<file path="src/hdl/pmlc_pkg.sv">
/*
 * Package for the MAC link configuration register bank: offsets, field
 * positions, reset values, timing constants and the carrier structs.
 * Assumes a single 50 MHz clock and a plain register port.
 */
package pmlc_pkg;

    // =====================================================================
    // register indices, as they appear on the address port
    // =====================================================================
    localparam logic [7:0] RGMII_CONTROL_IDX        = 8'h32;
    localparam logic [7:0] RGMII_CONTROL_SECOND_IDX = 8'h33;
    localparam logic [7:0] SERIAL_AUTONEG_STATUS_IDX = 8'h37;
    localparam logic [7:0] FAST_ETHERNET_CONFIG_IDX = 8'h43;
    localparam logic [7:0] VITERBI_CONFIG_IDX       = 8'h53;

    // =====================================================================
    // field positions
    // =====================================================================
    localparam int RGMII_EN_BIT        = 7;
    localparam int RX_HALF_LO          = 5;
    localparam int TX_HALF_LO          = 3;
    localparam int TX_CLK_SHIFT_BIT    = 1;
    localparam int RX_CLK_SHIFT_BIT    = 0;
    localparam int BYPASS_BIT          = 4;
    localparam int BYPASS_DLY_BIT      = 3;
    localparam int LOW_LAT_BIT         = 2;
    localparam int PAGE_RX_BIT         = 1;
    localparam int NEG_DONE_BIT        = 0;
    localparam int TIMEOUT_OFF_BIT     = 11;
    localparam int RECOVERY_LO         = 7;
    localparam int FORCE_LINK_BIT      = 6;
    localparam int TERNARY_BIT         = 5;
    localparam int GAP_BIT             = 4;
    localparam int SCRAMBLER_OFF_BIT   = 2;
    localparam int ODD_NIBBLE_BIT      = 1;
    localparam int EARLY_VALID_BIT     = 0;
    localparam int IDLE_LIMIT_LO       = 0;

    // =====================================================================
    // reset values
    // =====================================================================
    localparam logic       RGMII_EN_RST      = 1'h1;
    localparam logic [1:0] HALF_LEVEL_RST    = 2'h2;
    localparam logic [3:0] RECOVERY_RST      = 4'hF;
    localparam logic       TERNARY_RST       = 1'h1;
    localparam logic [3:0] IDLE_LIMIT_RST    = 4'h5;
    localparam logic [11:0] VITERBI_UPPER_RO = 12'h205;

    // =====================================================================
    // timing
    // =====================================================================
    localparam int CLK_HZ            = 50_000_000;
    localparam int TIMEOUT_US        = 1500;
    localparam int TIMEOUT_CYCLES    = CLK_HZ / 1_000_000 * TIMEOUT_US;
    localparam int MS_CYCLES         = CLK_HZ / 1000;

    // =====================================================================
    // carriers
    // =====================================================================
    typedef struct packed {
        logic [7:0]  addr;
        logic [15:0] wdata;
        logic        wr;
        logic        rd;
    } pmlc_bus_req_t;

    typedef struct packed {
        logic       rgmii_enable;
        logic [1:0] rx_fifo_half_level;
        logic [1:0] tx_fifo_half_level;
        logic       tx_clock_shift;
        logic       rx_clock_shift;
        logic       async_fifo_bypass;
        logic       bypass_rx_clock_delay;
        logic       low_latency;
        logic       force_link_good;
        logic       enhanced_ternary_detect;
        logic       enhanced_gap_detect;
        logic       scrambler_off;
        logic       odd_nibble_detect;
        logic       early_receive_valid;
    } pmlc_ctrl_t;

endpackage

</file>
<file path="src/hdl/pmlc_regs.sv">
/*
 * MAC link configuration register bank with the descrambler timeout,
 * recovery timer and Viterbi idle detector that the registers steer.
 * Assumes status and symbol inputs come from logic on ref_clk_i, except
 * the serial negotiation flags which arrive from another domain.
 */
// The implementer's own choice: strobed register access.
module pmlc_regs #(
    parameter int TIMEOUT_CYCLES = pmlc_pkg::TIMEOUT_CYCLES,
    parameter int MS_CYCLES      = pmlc_pkg::MS_CYCLES
) (
    input  wire logic                 ref_clk_i,
    input  wire logic                 reset_i,
    input  wire logic [7:0]           addr_i,
    input  wire logic [15:0]          wdata_i,
    input  wire logic                 wr_i,
    input  wire logic                 rd_i,
    output logic [15:0]               rdata_o,
    input  wire logic                 page_received_i,
    input  wire logic                 serial_negotiation_done_i,
    input  wire logic                 rx_packet_active_i,
    input  wire logic                 idle_symbol_i,
    input  wire logic                 link_good_i,
    output pmlc_pkg::pmlc_ctrl_t      ctrl_o,
    output logic                      link_good_o,
    output logic                      rx_stop_o,
    output logic                      descrambler_recovering_o,
    output logic                      idle_mode_o
);

    // =====================================================================
    // registers
    // =====================================================================
    pmlc_pkg::pmlc_ctrl_t ctrl;
    logic                 timeout_off;
    logic [3:0]           recovery_time;
    logic [3:0]           idle_limit;
    logic [2:0]           page_sync;
    logic [2:0]           done_sync;
    logic                 page_received;
    logic                 negotiation_done;
    logic [31:0]          packet_count;
    logic [31:0]          ms_count;
    logic [3:0]           recovery_left;
    logic                 recovering;
    logic [3:0]           idle_count;
    logic                 idle_mode;
    logic                 rx_stop;
    logic                 link_good;
    logic [15:0]          rdata;

    pmlc_pkg::pmlc_bus_req_t req;
    assign req = '{addr: addr_i, wdata: wdata_i, wr: wr_i, rd: rd_i};

    // =====================================================================
    // decode
    // =====================================================================
    function automatic logic hit(input pmlc_pkg::pmlc_bus_req_t r,
                                 input logic [7:0] idx);
        hit = r.wr && (r.addr == idx);
    endfunction

    wire wr_ctl  = hit(req, pmlc_pkg::RGMII_CONTROL_IDX);
    wire wr_ctl2 = hit(req, pmlc_pkg::RGMII_CONTROL_SECOND_IDX);
    wire wr_fe   = hit(req, pmlc_pkg::FAST_ETHERNET_CONFIG_IDX);
    wire wr_vit  = hit(req, pmlc_pkg::VITERBI_CONFIG_IDX);

    // reserved bits read as zero by construction; the Viterbi word's upper bits read VITERBI_UPPER_RO
    wire [15:0] rd_ctl = {8'h00, ctrl.rgmii_enable,
                          ctrl.rx_fifo_half_level,
                          ctrl.tx_fifo_half_level, 1'b0,
                          ctrl.tx_clock_shift, ctrl.rx_clock_shift};
    wire [15:0] rd_ctl2 = {11'h000, ctrl.async_fifo_bypass,
                           ctrl.bypass_rx_clock_delay,
                           ctrl.low_latency, 2'h0};
    wire [15:0] rd_sts = {14'h0000, page_received,
                          negotiation_done};
    wire [15:0] rd_fe = {4'h0, timeout_off, recovery_time,
                         ctrl.force_link_good,
                         ctrl.enhanced_ternary_detect,
                         ctrl.enhanced_gap_detect, 1'b0,
                         ctrl.scrambler_off, ctrl.odd_nibble_detect,
                         ctrl.early_receive_valid};
    wire [15:0] rd_vit = {pmlc_pkg::VITERBI_UPPER_RO, idle_limit};

    logic [15:0] next_rdata;
    always_comb begin
        next_rdata = 16'h0000;
        if (rd_i) begin
            unique case (addr_i)
                pmlc_pkg::RGMII_CONTROL_IDX:         next_rdata = rd_ctl;
                pmlc_pkg::RGMII_CONTROL_SECOND_IDX:  next_rdata = rd_ctl2;
                pmlc_pkg::SERIAL_AUTONEG_STATUS_IDX: next_rdata = rd_sts;
                pmlc_pkg::FAST_ETHERNET_CONFIG_IDX:  next_rdata = rd_fe;
                pmlc_pkg::VITERBI_CONFIG_IDX:        next_rdata = rd_vit;
                default:                             next_rdata = 16'h0000;
            endcase
        end
    end

    always_ff @(posedge ref_clk_i or posedge reset_i) begin
        if (reset_i) begin
            rdata <= 16'h0000;
        end else begin
            rdata <= next_rdata;
        end
    end

    // =====================================================================
    // control writes
    // =====================================================================
    always_ff @(posedge ref_clk_i or posedge reset_i) begin
        if (reset_i) begin
            ctrl                        <= '0;
            ctrl.rgmii_enable           <= pmlc_pkg::RGMII_EN_RST;
            ctrl.rx_fifo_half_level     <= pmlc_pkg::HALF_LEVEL_RST;
            ctrl.tx_fifo_half_level     <= pmlc_pkg::HALF_LEVEL_RST;
            ctrl.enhanced_ternary_detect <= pmlc_pkg::TERNARY_RST;
            timeout_off                 <= 1'b0;
            recovery_time               <= pmlc_pkg::RECOVERY_RST;
            idle_limit                  <= pmlc_pkg::IDLE_LIMIT_RST;
        end else begin
            if (wr_ctl) begin
                ctrl.rgmii_enable <= wdata_i[pmlc_pkg::RGMII_EN_BIT];
                ctrl.rx_fifo_half_level <=
                    wdata_i[pmlc_pkg::RX_HALF_LO +: 2];
                ctrl.tx_fifo_half_level <=
                    wdata_i[pmlc_pkg::TX_HALF_LO +: 2];
                ctrl.tx_clock_shift <=
                    wdata_i[pmlc_pkg::TX_CLK_SHIFT_BIT];
                ctrl.rx_clock_shift <=
                    wdata_i[pmlc_pkg::RX_CLK_SHIFT_BIT];
            end
            if (wr_ctl2) begin
                ctrl.async_fifo_bypass <=
                    wdata_i[pmlc_pkg::BYPASS_BIT];
                ctrl.bypass_rx_clock_delay <=
                    wdata_i[pmlc_pkg::BYPASS_DLY_BIT];
                ctrl.low_latency <= wdata_i[pmlc_pkg::LOW_LAT_BIT];
            end
            if (wr_fe) begin
                timeout_off <= wdata_i[pmlc_pkg::TIMEOUT_OFF_BIT];
                recovery_time <=
                    wdata_i[pmlc_pkg::RECOVERY_LO +: 4];
                ctrl.force_link_good <=
                    wdata_i[pmlc_pkg::FORCE_LINK_BIT];
                ctrl.enhanced_ternary_detect <=
                    wdata_i[pmlc_pkg::TERNARY_BIT];
                ctrl.enhanced_gap_detect <=
                    wdata_i[pmlc_pkg::GAP_BIT];
                ctrl.scrambler_off <=
                    wdata_i[pmlc_pkg::SCRAMBLER_OFF_BIT];
                ctrl.odd_nibble_detect <=
                    wdata_i[pmlc_pkg::ODD_NIBBLE_BIT];
                ctrl.early_receive_valid <=
                    wdata_i[pmlc_pkg::EARLY_VALID_BIT];
            end
            if (wr_vit) begin
                idle_limit <= wdata_i[pmlc_pkg::IDLE_LIMIT_LO +: 4];
            end
        end
    end

    // =====================================================================
    // serial negotiation status, from the serdes domain
    // =====================================================================
    // status writes never reach these flops, they only follow the inputs
    always_ff @(posedge ref_clk_i or posedge reset_i) begin
        if (reset_i) begin
            page_sync        <= 3'h0;
            done_sync        <= 3'h0;
            page_received    <= 1'b0;
            negotiation_done <= 1'b0;
        end else begin
            page_sync <= {page_sync[1:0], page_received_i};
            done_sync <= {done_sync[1:0], serial_negotiation_done_i};
            if (page_sync[2] == page_sync[1]) begin
                page_received <= page_sync[2];
            end
            if (done_sync[2] == done_sync[1]) begin
                negotiation_done <= done_sync[2];
            end
        end
    end

    // =====================================================================
    // descrambler timeout and recovery
    // =====================================================================
    wire packet_too_long = rx_packet_active_i &&
                           (packet_count >= 32'(TIMEOUT_CYCLES - 1));
    // a set bit disables the stop; clear stops reception on a violation
    wire violation = packet_too_long && !timeout_off && !recovering;

    always_ff @(posedge ref_clk_i or posedge reset_i) begin
        if (reset_i) begin
            packet_count  <= 32'h0000_0000;
            ms_count      <= 32'h0000_0000;
            recovery_left <= 4'h0;
            recovering    <= 1'b0;
            rx_stop       <= 1'b0;
        end else begin
            if (!rx_packet_active_i || recovering) begin
                packet_count <= 32'h0000_0000;
            end else if (!packet_too_long) begin
                packet_count <= packet_count + 32'h0000_0001;
            end
            if (violation) begin
                recovering    <= 1'b1;
                rx_stop       <= 1'b1;
                recovery_left <= recovery_time;
                ms_count      <= 32'h0000_0000;
            end else if (recovering) begin
                if (ms_count >= 32'(MS_CYCLES - 1)) begin
                    ms_count <= 32'h0000_0000;
                    if (recovery_left == 4'h0) begin
                        recovering <= 1'b0;
                        rx_stop    <= 1'b0;
                    end else begin
                        recovery_left <= recovery_left - 4'h1;
                    end
                end else begin
                    ms_count <= ms_count + 32'h0000_0001;
                end
            end
        end
    end

    // =====================================================================
    // Viterbi idle detector and link report
    // =====================================================================
    // a threshold of zero makes any idle symbol count; software keeps 5/4
    wire idle_reached = idle_symbol_i &&
                        ((idle_count + 4'h1) >= idle_limit);

    always_ff @(posedge ref_clk_i or posedge reset_i) begin
        if (reset_i) begin
            idle_count <= 4'h0;
            idle_mode  <= 1'b0;
            link_good  <= 1'b0;
        end else begin
            if (!idle_symbol_i) begin
                idle_count <= 4'h0;
                idle_mode  <= 1'b0;
            end else if (idle_reached) begin
                idle_mode <= 1'b1;
            end else begin
                idle_count <= idle_count + 4'h1;
            end
            link_good <= link_good_i || ctrl.force_link_good;
        end
    end

    // =====================================================================
    // outputs
    // =====================================================================
    assign rdata_o                  = rdata;
    assign ctrl_o                   = ctrl;
    assign link_good_o              = link_good;
    assign rx_stop_o                = rx_stop;
    assign descrambler_recovering_o = recovering;
    assign idle_mode_o              = idle_mode;

endmodule

</file>
<file path="config.mk">
export PLATFORM = sky130hd
export DESIGN_NAME = pmlc_regs
export DESIGN_NICKNAME = d
export VERILOG_FILES = /design/src/hdl/pmlc_pkg.sv /design/src/hdl/pmlc_regs.sv
export SDC_FILE = /design/constraint.sdc
export NUM_CORES = 1
export LEC_CHECK = 0
export BUFFER_PORTS_ARGS = -buffer_cell sky130_fd_sc_hd__buf_2
export CAP_MARGIN = 25
export CORE_MARGIN = 2
export CORE_UTILIZATION = 31
export DETAILED_ROUTE_END_ITERATION = 10
export HOLD_SLACK_MARGIN = 0.12
export PLACE_DENSITY = 0.47
export SETUP_SLACK_MARGIN = 0.3
export SLEW_MARGIN = 20
export SYNTH_ARGS = -nofsm -noshare
export SYNTH_HDL_FRONTEND = slang
export SYNTH_SLANG_ARGS = --single-unit
</file>
<file path="constraint.sdc">
create_clock -name ref_clk_i -period 4.1 [get_ports ref_clk_i]
set_input_delay 0 -clock ref_clk_i [delete_from_list [all_inputs] [get_ports ref_clk_i]]
set_output_delay 0 -clock ref_clk_i [all_outputs]
set_load 0.01 [all_outputs]
</file>
==> results_dict.tcl <==
set metrics [dict create \
    whs_path_depth 4 \
    place_area_mm2 0.00613 \
    avgViaCountPerCell 4.94 \
    synthXorXnorAreaFrac_pct 2.65 \
    synthArstFlopShare_pct 100 \
    drv_slew 0 \
    synth_top_area_share_pct 49.8 \
    rsz0062_at_grt "no" \
    start_kind "input pin" \
    n_antenna_cell 0 \
    grt_pass1_wl_mm 22.0 \
    cts_root_buf "clkbuf_16" \
    critPathKind "in2reg" \
    top_layer_used "met4" \
    crit_path_cell_trace "dlygate4sd3_1, buf_2, nor2_1, dlygate4sd3_1, nand4_1, dlygate4sd3_1, nor3b_1, dlygate4sd3_1, nand3_1, a21oi_1, dlygate4sd3_1" \
    min_period_ns 3.58 \
    p_switching_mw 0.648 \
    p_sw_share_pct 22.2 \
    avgSynthCellArea_um2 11.0 \
    finalSetupViolCount 0 \
    first_iter_violations 248 \
    drive_gt1_share_pct 24.2 \
    seq_area_frac_synth_pct 54.5 \
    dieArea_mm2 0.0192 \
    p_int_mw 2.28 \
    finalCritPeriodShare_pct 87.4 \
    leakage_nw 3.29 \
    cp_common_cell "dlygate4sd3_1" \
    die_h_um 139 \
    dr_wl_met2_mm 6.17 \
    fmax_mhz 279 \
    routed_wl_mm 13.1 \
    synth_top_cell_by_area "dfrtp_1" \
    crit-reg2reg-launch "ms_count[0]" \
    power_frac_seq_pct 42.9 \
    core_area_mm2 0.0179 \
    synth_top_family_by_area "simple AND/OR/NAND/NOR gates" \
    ctsResizeCount 0 \
    syn_inst 510 \
    fin_util_pct 39.5 \
    wl_met1_mm 6.23 \
    yosys.cell_types.count 59 \
    start_util_pct 31.4 \
    preCtsSetupSlack_ns 1.42 \
    power.density_mw_per_mm2 414 \
    fillCellCount 1781 \
    finalNonFillerCells 852 \
    ir_worst_vdd_v 0.000280 \
    worst_pin_slew_ns 0.762 \
    wl_per_cell_um 15.3 \
    nets 652 \
    clockBufferDepth 2 \
    h-tree-depth 4 \
    stdcell_area_mm2 0.00707 \
    setup_tns_ns 0 \
    clock_skew_ns 0.0126 \
    dr.pass1.iters 4 \
    ant_nets 0 \
    ctsHoldBuffers 33 \
    synth_seq_cells 122 \
    antenna_found_initial 0 \
    critical_path_required_ns 4.45 \
    p_clk_share_pct 51.3 \
    synth-main-ff-cell "dfrtp_1" \
    port-buffer-count 61 \
    groute.usage.overall_pct 14.2 \
    holdWs_ns 0.172 \
    synth_simple_gate_area_share_pct 17.9 \
    critPathMaxStageDelay_ns 0.64 \
    hp-start "rx_packet_active_i" \
    cts.clk_slew.worst_paths_ns 0.05 \
    critPathCaptureType "flip-flop" \
    synth_edf_count 0 \
    slowest_stage "dlygate4sd3_1" \
    synth_fa_ha_area_share_pct 2.36 \
    hold_path_end "packet_count[7]" \
    cts_tree "yes" \
    cts_buffers 17 \
    area_growth_pct 25.7 \
    synth_area_mm2 0.00562 \
    synth_mux_area_share_pct 7.57 \
    reg2reg_slack_ns 1.41 \
    yosys-top-cells-area "dfrtp_1, mux2_2, dfstp_2, nor2_1, nand2_1" \
    min_path_type "in2reg" \
    grt_pass1_vias 4248 \
    synth-compound-area-share_pct 11.4 \
    outcome "finished clean" \
    dp_cells 787 \
    clk_latency_ns 0.42 \
    yosysWarnings 0 \
    path_max_fanout 3 \
    wl_met3_um 483 \
    power.total_mw 2.92 \
    place_congestion 0.743 \
    num_rows 49 \
    grt_max_degree 56 \
    hold_viol_final 0 \
    ioPinCount 69 \
    regToRegEndpoint "ms_count[9]" \
    drv_cap 0 \
    grt-ovfl-total 0 \
    post-route-drc-count 0 \
    postCtsSetupRepairBufs 0 \
    combPwrFrac_pct 5.8 \
    dr_total_vias 4213 \
    worstPathArrival_ns 3.94 \
    die_w_um 139 \
    reg2reg_depth 7 \
    dpl.hpwl_mm 8.70 \
    layout_setup_ws_ns 0.516 \
    slew_headroom_pct 49.1 \
    clock-sinks 122 \
]
[registers in the layout (all words and copies together) (netlist names), 3 cells and up]
signal,count
ctrl_o,16
recovery_left,4
packet_count,32
rdata_o,13
ms_count,32
done_sync,3
idle_count,4
idle_limit,4
recovery_time,4
page_sync,3
[how the worst max path moves through the flow]
stage / start / to / cells past startpoint
2_1_floorplan: reset_i / ctrl_o[0] / 1
3_3_place_gp: ms_count[0] / ms_count[9] / 7
3_5_place_dp: ms_count[0] / ms_count[13] / 7
4_1_cts: addr_i[7] / rdata_o[1] / 11
5_1_grt: addr_i[7] / rdata_o[1] / 11
6_report: addr_i[7] / rdata_o[1] / 11
[cell usage after synthesis, drive strengths merged (11+ instances only)]
master	instances
and3	14
nor4	12
o21ai	13
nor2	42
buf	11
dfrtp	112
inv	15
mux2i	11
nand2	36
xnor2	12
mux2	28
a21oi	24
and2	19
nand3	22
[power groups by stage]
stage	Sequential (mW)	Combinational (mW)	Clock, mW
5_1_grt	1.26	0.192	1.60
4_1_cts	1.25	0.173	1.54
3_3_place_gp	1.27	0.150	0
3_5_place_dp	1.27	0.152	0
2_1_floorplan	1.28	0.0934	0
6_report	1.25	0.169	1.50
[final cells by class]
cell class | instances | area, um2 | area share, %
Inverter | 15 | 58.8 | 0.832
Multi-Input combinational cell | 354 | 2380 | 33.6
Tap cell | 229 | 287 | 4.05
Sequential cell | 122 | 3070 | 43.4
Clock buffer | 23 | 488 | 6.91
Clock inverter | 9 | 114 | 1.61
Timing Repair Buffer | 100 | 678 | 9.60
[kinds of logic (layout without fill, tap and decap cells)]
kind of cell / after synthesis / in the layout
compound gates: 94 / 94
buf+inv: 36 / 147
fa+ha+maj: 11 / 11
xor+xnor: 17 / 17
flops: 122 / 122
simple gates: 190 / 190
mux: 39 / 39
other cells: 1 / 3
[critical path, delay by kind of cell]
| family | cells | cell delay (ns) |
|---|---|---|
| buffers and inverters | 6 | 3.04 |
| AND/OR/NAND/NOR | 4 | 0.76 |
| AO/OA/AOI/OAI | 1 | 0.14 |
[per-layer routing]
layer / track usage [%] / up-vias
met4: 5.26 / 0
met5: 0 / -
met3: 3.76 / 15
met2: 23.1 / 76
li1: - / 2039
met1: 18.2 / 2083
[cells in the final DEF, fill, tap and decap left out, types with 3 or more instances in the layout]
master         Yosys  routed
dfrtp_1          112     112
buf_2              5      62
nor2_1            42      42
nand2_1           36      36
dlygate4sd3_1      0      33
mux2_2            28      28
a21oi_1           24      24
nand3_1           22      22
and2_1            19      19
clkbuf_16          0      17
inv_1             15      14
o21ai_0           13      13
xnor2_1           12      12
and3_1            11      11
mux2i_1           11      11
nor3_1            10      10
nand4_1           10      10
nor4_1            11      10
dfstp_2           10      10
a31oi_1            9       9
ha_1               9       9
and4_1             8       8
a211oi_1           7       7
o21a_1             7       7
a22oi_1            6       6
a41oi_1            5       5
xor2_1             5       5
a21o_1             5       5
buf_4              5       5
or3_1              4       4
clkbuf_8           2       4
nand2b_1           3       3
a31o_2             3       3
conb_1             1       3
clkinv_4           0       3
clkinvlp_4         0       3
No activity file was read; power rests on OpenSTA's default activity.
